$ cat src/shared/rsseq_pkg.sv
package rsseq_pkg;
   // ----------------------------------------------------------------
   // Timing
   // ----------------------------------------------------------------
   localparam int unsigned CLK_PERIOD_NS  = 20;
   localparam int unsigned T_POR_INIT_NS  = 92000;
   localparam int unsigned POR_INIT_CYC   = (T_POR_INIT_NS + CLK_PERIOD_NS - 1) / CLK_PERIOD_NS;
   localparam int unsigned CYC_PER_US     = 1000 / CLK_PERIOD_NS;
   localparam int unsigned CNT_W          = 20;
   localparam logic [4:0]  PULSE_LONG_CYC = 5'h10;
   localparam logic [4:0]  PULSE_SHORT_CYC = 5'h02;

   // Start-up delays in microseconds (16, 512, 1024, 4096 / 1024, 2048, 4096, 16384)
   localparam logic [14:0] SUT_US_RC0 = 15'h0010;
   localparam logic [14:0] SUT_US_RC1 = 15'h0200;
   localparam logic [14:0] SUT_US_RC2 = 15'h0400;
   localparam logic [14:0] SUT_US_RC3 = 15'h1000;
   localparam logic [14:0] SUT_US_XT0 = 15'h0400;
   localparam logic [14:0] SUT_US_XT1 = 15'h0800;
   localparam logic [14:0] SUT_US_XT2 = 15'h1000;
   localparam logic [14:0] SUT_US_XT3 = 15'h4000;

   // ----------------------------------------------------------------
   // Register map
   // ----------------------------------------------------------------
   localparam logic [7:0]  ADDR_PWR_CTRL = 8'h00;
   localparam logic [7:0]  ADDR_WDT_CTRL = 8'h04;
   localparam logic [7:0]  ADDR_WDT_RST  = 8'h08;
   localparam logic [7:0]  ADDR_SW_KEY   = 8'h0C;
   localparam logic [7:0]  ADDR_STATUS   = 8'h10;
   localparam int unsigned COLD_BIT      = 4;
   localparam int unsigned OVF_BIT       = 0;
   localparam int unsigned SWF_BIT       = 1;
   localparam logic [7:0]  WDT_KEY1      = 8'h1E;
   localparam logic [7:0]  WDT_KEY2      = 8'hE1;
   localparam logic [7:0]  SW_KEY1       = 8'h5A;
   localparam logic [7:0]  SW_KEY2       = 8'hA5;
   localparam logic [15:0] RESET_VECTOR  = 16'h0000;

   typedef enum logic [6:0] {
      ST_INIT  = 7'h01,
      ST_WBOD  = 7'h02,
      ST_SUT   = 7'h04,
      ST_PINH  = 7'h08,
      ST_RUN   = 7'h10,
      ST_BODL  = 7'h20,
      ST_PULSE = 7'h40
   } rsseq_state_t;

   typedef struct packed {
      logic [1:0] startup_time_fuses;
      logic       xtal;
      logic       bod_en;
      logic       rst_en;
   } rsseq_fuse_t;
endpackage

$ cat src/hw/rsseq_top.sv
`timescale 1ns/1ps
// Overview of operation
// - During reset, tristate port pins; execution restarts at vector 0000H.
// - Power-on, brown-out, pin, watchdog and software key merge into one reset.
// - After supply good, run the 92 us init, then the start-up timer.
// - Supply below power-on threshold reasserts reset at once.
// - A power-on reset sets the cold start flag.
// - Pin still low at start-up end keeps reset until it rises.
// - With brown-out on, start-up waits for both threshold crossing and init.
// - Two fuses and clock type select the start-up delay.
// - Same delay serves brown-out release and timed power-down wake.
// - Brown-out asserts reset at once, releases after start-up delay.
// - Brown-out acts only when its enable fuse is set.
// - Fuse set: pin is active-low reset; cleared: plain I/O.
// - Pin must be low two clocks to trigger reset.
// - During power-up the pin always acts as reset input.
// - Only power-up overrides the pin fuse; other resets do not.
// - Programming entry enabled while pin low; fuse off means power-up only.
// - Watchdog time-out gives 16-cycle reset and sets overflow flag.
// - Watchdog restarts only on ordered write pair 1EH then E1H.
// - Key pair 5AH then A5H gives 16-cycle reset and software flag.
// - Cold start flag untouched by warm resets; software may change it.
// - Pin wake from power-down released early yields a two-cycle reset.
module rsseq_top #(
   parameter int unsigned POR_INIT_CYC = rsseq_pkg::POR_INIT_CYC,
   parameter int unsigned CYC_PER_US   = rsseq_pkg::CYC_PER_US
) (
   input  wire logic                  pclk,          // System clock
   input  wire logic                  presetn,       // Async reset, active low
   input  wire logic                  psel,          // APB select
   input  wire logic                  penable,       // APB enable
   input  wire logic                  pwrite,        // APB direction
   input  wire logic [7:0]            paddr,         // APB byte address
   input  wire logic [31:0]           pwdata,        // APB write data
   output logic      [31:0]           prdata,        // APB read data
   output logic                       pready,        // APB ready
   output logic                       pslverr,       // APB error, unmapped
   input  wire logic                  por_ok_i,      // Supply above power-on level, async
   input  wire logic                  bod_ok_i,      // Supply above brown-out level, async
   input  wire rsseq_pkg::rsseq_fuse_t fuse_i,       // Configuration fuses
   input  wire logic                  wdt_timeout_i, // Watchdog time-out pulse
   input  wire logic                  pd_mode_i,     // Device is in power-down
   input  wire logic                  pd_wake_i,     // Interrupt wake, timed mode
   input  wire logic                  pin_i,         // Shared reset pin level
   output logic                       pin_o,         // Shared pin output value
   output logic                       pin_oe,        // Shared pin output enable
   input  wire logic                  gpio_out_i,    // Port data for the pin
   input  wire logic                  gpio_oe_i,     // Port drive request
   output logic                       gpio_in_o,     // Pin level as port input
   output logic                       sys_rst_o,     // Internal reset, active high
   output logic                       cpu_clk_en_o,  // CPU clock may run
   output logic      [15:0]           reset_vector_o, // Start address after reset
   output logic                       wdt_restart_o, // Watchdog restart pulse
   output logic                       isp_en_o       // Programming entry allowed
);
   // ----------------------------------------------------------------
   // Synchronisers and raw sources
   // ----------------------------------------------------------------
   logic por_s1_q, por_s2_q, bod_s1_q, bod_s2_q;
   always_ff @(posedge pclk or negedge presetn) begin
      if (!presetn) begin
         por_s1_q <= 1'b0;
         por_s2_q <= 1'b0;
         bod_s1_q <= 1'b0;
         bod_s2_q <= 1'b0;
      end else begin
         por_s1_q <= por_ok_i;
         por_s2_q <= por_s1_q;
         bod_s1_q <= bod_ok_i;
         bod_s2_q <= bod_s1_q;
      end
   end

   rsseq_pkg::rsseq_state_t st_q, st_d;
   logic [rsseq_pkg::CNT_W-1:0] cnt_q, cnt_d;
   logic [4:0] plen_q, plen_d;
   logic       powerup_q, wake_q, pinwake_q, pin_lo_q;
   logic       wd_arm_q, sw_arm_q, cold_q, ovf_q, swf_q;

   wire bod_use  = fuse_i.bod_en && !pd_mode_i;
   wire por_raw  = !por_ok_i;
   wire bod_raw  = bod_use && !bod_ok_i;
   wire bod_low  = bod_use && !bod_s2_q;
   wire rst_fn   = fuse_i.rst_en || powerup_q;
   wire ext_rst  = rst_fn && !pin_i && pin_lo_q;
   wire in_run   = (st_q == rsseq_pkg::ST_RUN);

   // ----------------------------------------------------------------
   // Register bus
   // ----------------------------------------------------------------
   wire        wr_en   = psel && penable && pwrite;
   wire [7:0]  wbyte   = pwdata[7:0];
   wire        sel_pwr = (paddr == rsseq_pkg::ADDR_PWR_CTRL);
   wire        sel_wdc = (paddr == rsseq_pkg::ADDR_WDT_CTRL);
   wire        sel_wdr = (paddr == rsseq_pkg::ADDR_WDT_RST);
   wire        sel_swk = (paddr == rsseq_pkg::ADDR_SW_KEY);
   wire        sel_sts = (paddr == rsseq_pkg::ADDR_STATUS);
   wire        mapped  = sel_pwr || sel_wdc || sel_wdr || sel_swk || sel_sts;
   wire        wd_fire = wr_en && sel_wdr && wd_arm_q && (wbyte == rsseq_pkg::WDT_KEY2);
   wire        sw_fire = wr_en && sel_swk && sw_arm_q && (wbyte == rsseq_pkg::SW_KEY2);

   // Any write other than the matching first byte disarms, so a pair
   // split by an unrelated write never counts.
   function automatic logic arm_next(input logic wr, input logic sel, input logic [7:0] b,
                                     input logic [7:0] key1, input logic arm);
      arm_next = wr ? (sel && (b == key1)) : arm;
   endfunction

   function automatic logic flag_next(input logic q, input logic wr, input logic wb, input logic set);
      flag_next = (wr ? wb : q) || set;
   endfunction

   logic [31:0] rdata_d;
   always_comb begin
      rdata_d = 32'h0000_0000;
      if (sel_pwr) rdata_d[rsseq_pkg::COLD_BIT] = cold_q;
      if (sel_wdc) begin
         rdata_d[rsseq_pkg::OVF_BIT] = ovf_q;
         rdata_d[rsseq_pkg::SWF_BIT] = swf_q;
      end
      if (sel_sts) rdata_d[6:0] = st_q;
   end

   assign pready  = 1'b1;
   assign pslverr = psel && penable && !mapped;

   always_ff @(posedge pclk or negedge presetn) begin
      if (!presetn) begin
         prdata   <= 32'h0000_0000;
         wd_arm_q <= 1'b0;
         sw_arm_q <= 1'b0;
         cold_q   <= 1'b0;
         ovf_q    <= 1'b0;
         swf_q    <= 1'b0;
      end else begin
         if (psel && !penable) prdata <= rdata_d;
         wd_arm_q <= arm_next(wr_en, sel_wdr, wbyte, rsseq_pkg::WDT_KEY1, wd_arm_q);
         sw_arm_q <= arm_next(wr_en, sel_swk, wbyte, rsseq_pkg::SW_KEY1, sw_arm_q);
         // Hardware set wins over a software clear in the same cycle
         cold_q <= flag_next(cold_q, wr_en && sel_pwr, pwdata[rsseq_pkg::COLD_BIT],
                             st_q == rsseq_pkg::ST_INIT);
         ovf_q  <= flag_next(ovf_q, wr_en && sel_wdc, pwdata[rsseq_pkg::OVF_BIT],
                             wdt_timeout_i && in_run);
         swf_q  <= flag_next(swf_q, wr_en && sel_wdc, pwdata[rsseq_pkg::SWF_BIT], sw_fire);
      end
   end

   // ----------------------------------------------------------------
   // Start-up delay selection
   // ----------------------------------------------------------------
   function automatic logic [14:0] sut_us(input logic [1:0] s, input logic xt);
      unique case ({xt, s})
         3'b000:  sut_us = rsseq_pkg::SUT_US_RC0;
         3'b001:  sut_us = rsseq_pkg::SUT_US_RC1;
         3'b010:  sut_us = rsseq_pkg::SUT_US_RC2;
         3'b011:  sut_us = rsseq_pkg::SUT_US_RC3;
         3'b100:  sut_us = rsseq_pkg::SUT_US_XT0;
         3'b101:  sut_us = rsseq_pkg::SUT_US_XT1;
         3'b110:  sut_us = rsseq_pkg::SUT_US_XT2;
         default: sut_us = rsseq_pkg::SUT_US_XT3;
      endcase
   endfunction

   wire [31:0] sut_prod = 32'(sut_us(fuse_i.startup_time_fuses, fuse_i.xtal)) * 32'(CYC_PER_US);
   wire [rsseq_pkg::CNT_W-1:0] sut_last  = rsseq_pkg::CNT_W'(sut_prod - 32'h0000_0001);
   wire [rsseq_pkg::CNT_W-1:0] init_last = rsseq_pkg::CNT_W'(POR_INIT_CYC - 1);
   wire [rsseq_pkg::CNT_W-1:0] cnt_inc   = cnt_q + 1'b1;
   wire pin_wake = in_run && pd_mode_i && rst_fn && !pin_i;

   // ----------------------------------------------------------------
   // Sequencer
   // ----------------------------------------------------------------
   always_comb begin
      st_d   = st_q;
      cnt_d  = cnt_inc;
      plen_d = plen_q;
      unique case (st_q)
         rsseq_pkg::ST_INIT: begin
            if (cnt_q == init_last) begin
               cnt_d = '0;
               st_d  = bod_low ? rsseq_pkg::ST_WBOD : rsseq_pkg::ST_SUT;
            end
         end
         rsseq_pkg::ST_WBOD: begin
            cnt_d = '0;
            if (!bod_low) st_d = rsseq_pkg::ST_SUT;
         end
         rsseq_pkg::ST_SUT: begin
            if (cnt_q == sut_last) begin
               cnt_d = '0;
               if ((powerup_q || pinwake_q) && !pin_i) begin
                  st_d = rsseq_pkg::ST_PINH;
               end else if (pinwake_q) begin
                  st_d   = rsseq_pkg::ST_PULSE;
                  plen_d = rsseq_pkg::PULSE_SHORT_CYC;
               end else begin
                  st_d = rsseq_pkg::ST_RUN;
               end
            end
         end
         rsseq_pkg::ST_PINH: begin
            cnt_d = '0;
            if (pin_i) st_d = rsseq_pkg::ST_RUN;
         end
         rsseq_pkg::ST_RUN: begin
            cnt_d = '0;
            if (wdt_timeout_i || sw_fire) begin
               st_d   = rsseq_pkg::ST_PULSE;
               plen_d = rsseq_pkg::PULSE_LONG_CYC;
            end else if (pd_wake_i || pin_wake) begin
               st_d = rsseq_pkg::ST_SUT;
            end
         end
         rsseq_pkg::ST_BODL: begin
            cnt_d = '0;
            if (!bod_low) st_d = rsseq_pkg::ST_SUT;
         end
         rsseq_pkg::ST_PULSE: begin
            if (cnt_q == rsseq_pkg::CNT_W'(plen_q - 5'h01)) begin
               cnt_d = '0;
               st_d  = rsseq_pkg::ST_RUN;
            end
         end
         default: begin
            cnt_d = '0;
            st_d  = rsseq_pkg::ST_INIT;
         end
      endcase
      if (bod_low && st_q != rsseq_pkg::ST_INIT && st_q != rsseq_pkg::ST_WBOD
          && st_q != rsseq_pkg::ST_BODL) begin
         cnt_d = '0;
         st_d  = rsseq_pkg::ST_BODL;
      end
      if (!por_s2_q) begin
         cnt_d = '0;
         st_d  = rsseq_pkg::ST_INIT;
      end
   end

   always_ff @(posedge pclk or negedge presetn) begin
      if (!presetn) begin
         st_q      <= rsseq_pkg::ST_INIT;
         cnt_q     <= '0;
         plen_q    <= rsseq_pkg::PULSE_LONG_CYC;
         powerup_q <= 1'b1;
         wake_q    <= 1'b0;
         pinwake_q <= 1'b0;
         pin_lo_q  <= 1'b0;
         gpio_in_o <= 1'b1;
      end else begin
         st_q      <= st_d;
         cnt_q     <= cnt_d;
         plen_q    <= plen_d;
         powerup_q <= (st_d == rsseq_pkg::ST_INIT) || (powerup_q && st_d != rsseq_pkg::ST_RUN);
         wake_q    <= (in_run && st_d == rsseq_pkg::ST_SUT) || (wake_q && st_d == rsseq_pkg::ST_SUT);
         pinwake_q <= (pin_wake && st_d == rsseq_pkg::ST_SUT) || (pinwake_q && st_d == rsseq_pkg::ST_SUT);
         pin_lo_q  <= !pin_i;
         gpio_in_o <= pin_i;
      end
   end

   // ----------------------------------------------------------------
   // Outputs
   // ----------------------------------------------------------------
   // A timed wake holds the CPU clock but not the reset
   wire seq_rst = !in_run && !(st_q == rsseq_pkg::ST_SUT && wake_q);
   assign sys_rst_o      = por_raw || bod_raw || ext_rst || seq_rst;
   assign cpu_clk_en_o   = in_run && !sys_rst_o;
   assign reset_vector_o = rsseq_pkg::RESET_VECTOR;
   assign pin_o          = gpio_out_i;
   assign pin_oe         = gpio_oe_i && !rst_fn && !sys_rst_o;
   assign wdt_restart_o  = wd_fire;
   assign isp_en_o       = !pin_i && rst_fn;
endmodule

$ cat config.mk
export PLATFORM = sky130hd
export DESIGN_NAME = rsseq_top
export DESIGN_NICKNAME = d
export VERILOG_FILES = /design/src/shared/rsseq_pkg.sv /design/src/hw/rsseq_top.sv
export SDC_FILE = /design/constraint.sdc
export NUM_CORES = 1
export LEC_CHECK = 0
export ABC_AREA = 1
export BUFFER_PORTS_ARGS = -buffer_cell sky130_fd_sc_hd__buf_2
export CAP_MARGIN = 5
export CORE_MARGIN = 2
export CORE_UTILIZATION = 30
export CTS_CLUSTER_DIAMETER = 50
export DETAILED_ROUTE_END_ITERATION = 12
export GPL_ROUTABILITY_DRIVEN = 0
export GPL_TIMING_DRIVEN = 0
export PLACE_DENSITY = 0.48
export SYNTH_ARGS = -nofsm -noshare
export SYNTH_HDL_FRONTEND = slang
export SYNTH_SLANG_ARGS = --single-unit
$ cat constraint.sdc
create_clock -name pclk -period 1.7 [get_ports pclk]
set_input_delay 0.255 -clock pclk [delete_from_list [all_inputs] [get_ports pclk]]
set_output_delay 0.255 -clock pclk [all_outputs]
set_load 0.1 [all_outputs]
==> impl_metrics.json <==
{
  "multi_input_area_um2": 2970,
  "cts_inserted_buffers": 5,
  "ys_ff_latch": 50,
  "violations": "negative setup slack",
  "antennaDiodeCount": 0,
  "io_buffers": 47,
  "grt_pass1_wl_um": 18600,
  "setup_viol": 34,
  "path_max_fanout": 5,
  "grt_max_degree": 51,
  "yosysTopAreaCell": "dfrtp_1",
  "nets": 843,
  "die_x_um": 124,
  "hold_viol_final": 0,
  "antenna_found_initial": 0,
  "globalRouteTotalUtil": 0.153,
  "vias": 4218,
  "leakage_nw": 3.02,
  "drc": 0,
  "htree_levels": 2,
  "crit_path_frequent_cell": "ha_4",
  "syn-instance-count": 618,
  "via_per_inst": 4.46,
  "hold_path.class": "in2reg",
  "synth_edf_count": 0,
  "firstDrtPassIters": 5,
  "criticalPathCategory": "in2reg",
  "totalWireLength_um": 11500,
  "yosysUniqueCellTypes": 39,
  "slew_headroom": 0.622,
  "cp-end-kind": "flop",
  "worstSkewPairLatency_ns": 0.29,
  "synth.top_cell.area_share": 0.266,
  "syn_area_um2": 4330,
  "start_util": 0.309,
  "dp_hpwl_um": 8570,
  "ant_nets": 0,
  "fp.dieH_um": 124,
  "setup_tns_ns": -36.27,
  "syn_area_per_cell_um2": 7.00,
  "tightest_slew_ns": 0.562,
  "status": "complete, but fails checks",
  "worst_path_max_delay_cell": "ha_4",
  "async_reset_ff_frac": 1.00,
  "cts_num_sinks": 50,
  "area_growth_pct": 42.8,
  "fin_crit_ns": 2.92,
  "yosys_warnings": 0,
  "critical_path_arrival_ns": 3.09,
  "critPathRequiredTime_ns": 1.87,
  "p_per_area_nw_per_um2": 564,
  "netlist_top_cells_area": "dfrtp_1 27%, nand2_1 11%, inv_1 8.6%",
  "setup_ws_ns": -1.22,
  "hold_path_depth": 1,
  "ys_seq_area_frac": 0.290,
  "vdd_drop_max_mv": 0.452,
  "cts_root_buffer": "clkbuf_16",
  "grt_pass1_vias": 4005,
  "clk_pin_slew_worst_paths_ns": 0.06,
  "whs_ns": 0.0885,
  "coreArea_um2": 14000,
  "fin_cells": 945,
  "drive_gt1_frac": 0.374,
  "die-area_um2": 15400,
  "cts_tree": "done",
  "fill_cells": 1409,
  "clk_path_buf_depth": 2,
  "final_util": 0.442,
  "wl_per_cell_um": 12.1,
  "cp-start-kind": "primary input",
  "reg2regPathDepth": 17,
  "maxCapViolCount": 0,
  "report.final.slew_viol_count": 0,
  "max_stage_delay_ns": 0.31,
  "rows": 43,
  "rsz0062_at_grt": "yes",
  "drt_iter0_markers": 180,
  "crit_chain": "buf_12 > clkinvlp_4 > nand3_4 > ha_4 > inv_2 > ha_4 > ha_4 > ha_4 > nand2_2 > nand2_2 > nand2_4 > nor2_4 > nand3_1 > nor2_1 > nor2_4 > nor2_4 > nand2_2 > nand2_4 > nand3b_4 > nand3_4 > buf_8 > nor2_2",
  "io_pins": 115,
  "grt.overflow.total": 0,
  "p_total_mw": 3.49,
  "final-seq-area_um2": 1260,
  "finalCritPeriodShare": 1.72,
  "max_freq_mhz": 343,
  "synthFlopType": "dfrtp_1",
  "placed_cells": 885,
  "clock_skew_ns": 0.00437
}
## flip-flops by register name (all words and copies together), names as in the netlist, 2 cells and up
register,flops
cnt_q,20
plen_q,2
prdata,7
st_q,7
## path summary, 6_finish.rpt
kind                                       end  slack, ns                from
max                         cnt_q[6]$_DFF_PN0_      -1.22           fuse_i[4]
min                         bod_s1_q$_DFF_PN0_       0.09            bod_ok_i
max reg2reg                 cnt_q[6]$_DFF_PN0_      -0.70  cnt_q[0]$_DFF_PN0_
min reg2reg                 por_s2_q$_DFF_PN0_       0.35  por_s1_q$_DFF_PN0_
max in group asynchronous  powerup_q$_DFF_PN1_       0.70             presetn
min in group asynchronous   cnt_q[6]$_DFF_PN0_       0.42             presetn
## synthesized netlist by cell type, types with 5 or more instances
master	count
a21oi_1	6
nand2_2	7
ha_1	21
o21ai_0	15
inv_2	5
nand4_1	19
o31ai_1	5
nor4_1	10
nand3_2	5
inv_1	99
dfrtp_1	46
o22ai_1	5
nand2_1	125
nor2_2	26
xor2_1	15
buf_4	43
nand3_1	44
xnor2_1	7
nor2_1	61
nor3_1	19
## metal layers
metal | routed length, µm | part of all wire | track usage | vias to the layer above
met4 | 228 | 0.020 | 0.0527 | 0
met2 | 5350 | 0.47 | 0.245 | 100
met3 | 393 | 0.034 | 0.0197 | 18
met1 | 5510 | 0.48 | 0.211 | 1922
li1 | - | - | - | 2178
met5 | 0 | 0 | 0 | -
## layout make-up
type                       count  share of cell area
inverter                     105              0.0660
clock buffer                   7              0.0231
sequential                    50               0.203
timing repair buffer          99               0.130
tap                          180              0.0365
buffer                        48              0.0600
multi-input combinational    455               0.480
clock inverter                 1            0.000810
## cells in the final DEF (no fill, tap or decap), types with 6 or more instances in the layout
cell type / netlist / routed
o21ai_0: 15 / 10
conb_1: 2 / 42
buf_6: 2 / 6
ha_4: 0 / 12
buf_2: 0 / 37
nor3_1: 19 / 15
nor4_1: 10 / 6
nand2_4: 2 / 6
nand3_2: 5 / 7
dfrtp_1: 46 / 46
nand3_1: 44 / 40
nor2_4: 4 / 20
buf_4: 43 / 88
nand2_2: 7 / 25
buf_12: 0 / 8
inv_2: 5 / 17
nor2_1: 61 / 47
inv_1: 99 / 84
nor2_2: 26 / 24
xor2_1: 15 / 15
nand4_1: 19 / 19
nand2_1: 125 / 102
ha_1: 21 / 9
xnor2_1: 7 / 7
## per-stage QoR
stage,setup WS [ns],cell area [µm²]
CTS,-1.19,5980
finish,-1.22,6180
floorplan,-3.56,4690
global route,-1.39,6180
detailed placement,-1.80,5150
global placement,-1.75,5150
## worst max-delay path: cells and delay by family
| kind | cells | cell delay, ns |
|---|---|---|
| buffers and inverters | 4 | 0.41 |
| AND/OR/NAND/NOR | 14 | 1.35 |
| adder cells (fa/ha/maj) | 4 | 1.04 |
## where the power goes
part	leakage, nW	total (mW)	internal [mW]	switching [mW]
Sequential	0.650	1.22	1.21	0.0101
Clock	0.0739	1.02	0.585	0.434
Combinational	2.30	1.25	0.383	0.868
Total	3.02	3.49	2.17	1.31
## kinds of logic after synthesis
family | Yosys count | synth area share
AOI/OAI and AO/OA | 39 | 0.0541
DFF | 50 | 0.290
xor gates and xnor gates | 22 | 0.0445
adders and majority gates | 21 | 0.0607
buffers and inverters | 153 | 0.174
other | 2 | 0.00174
and+or+nand+nor | 331 | 0.375
## repair_timing
action	4_1_cts	5_1_grt
hold buffers	0	1
setup buffers	41	9
gates resized for setup	78	33
endpoints found under the hold margin	0	12
cloned	2	0
pin swaps	46	8
endpoints found under the setup margin	36	37
No activity file was read; power rests on OpenSTA's default activity.
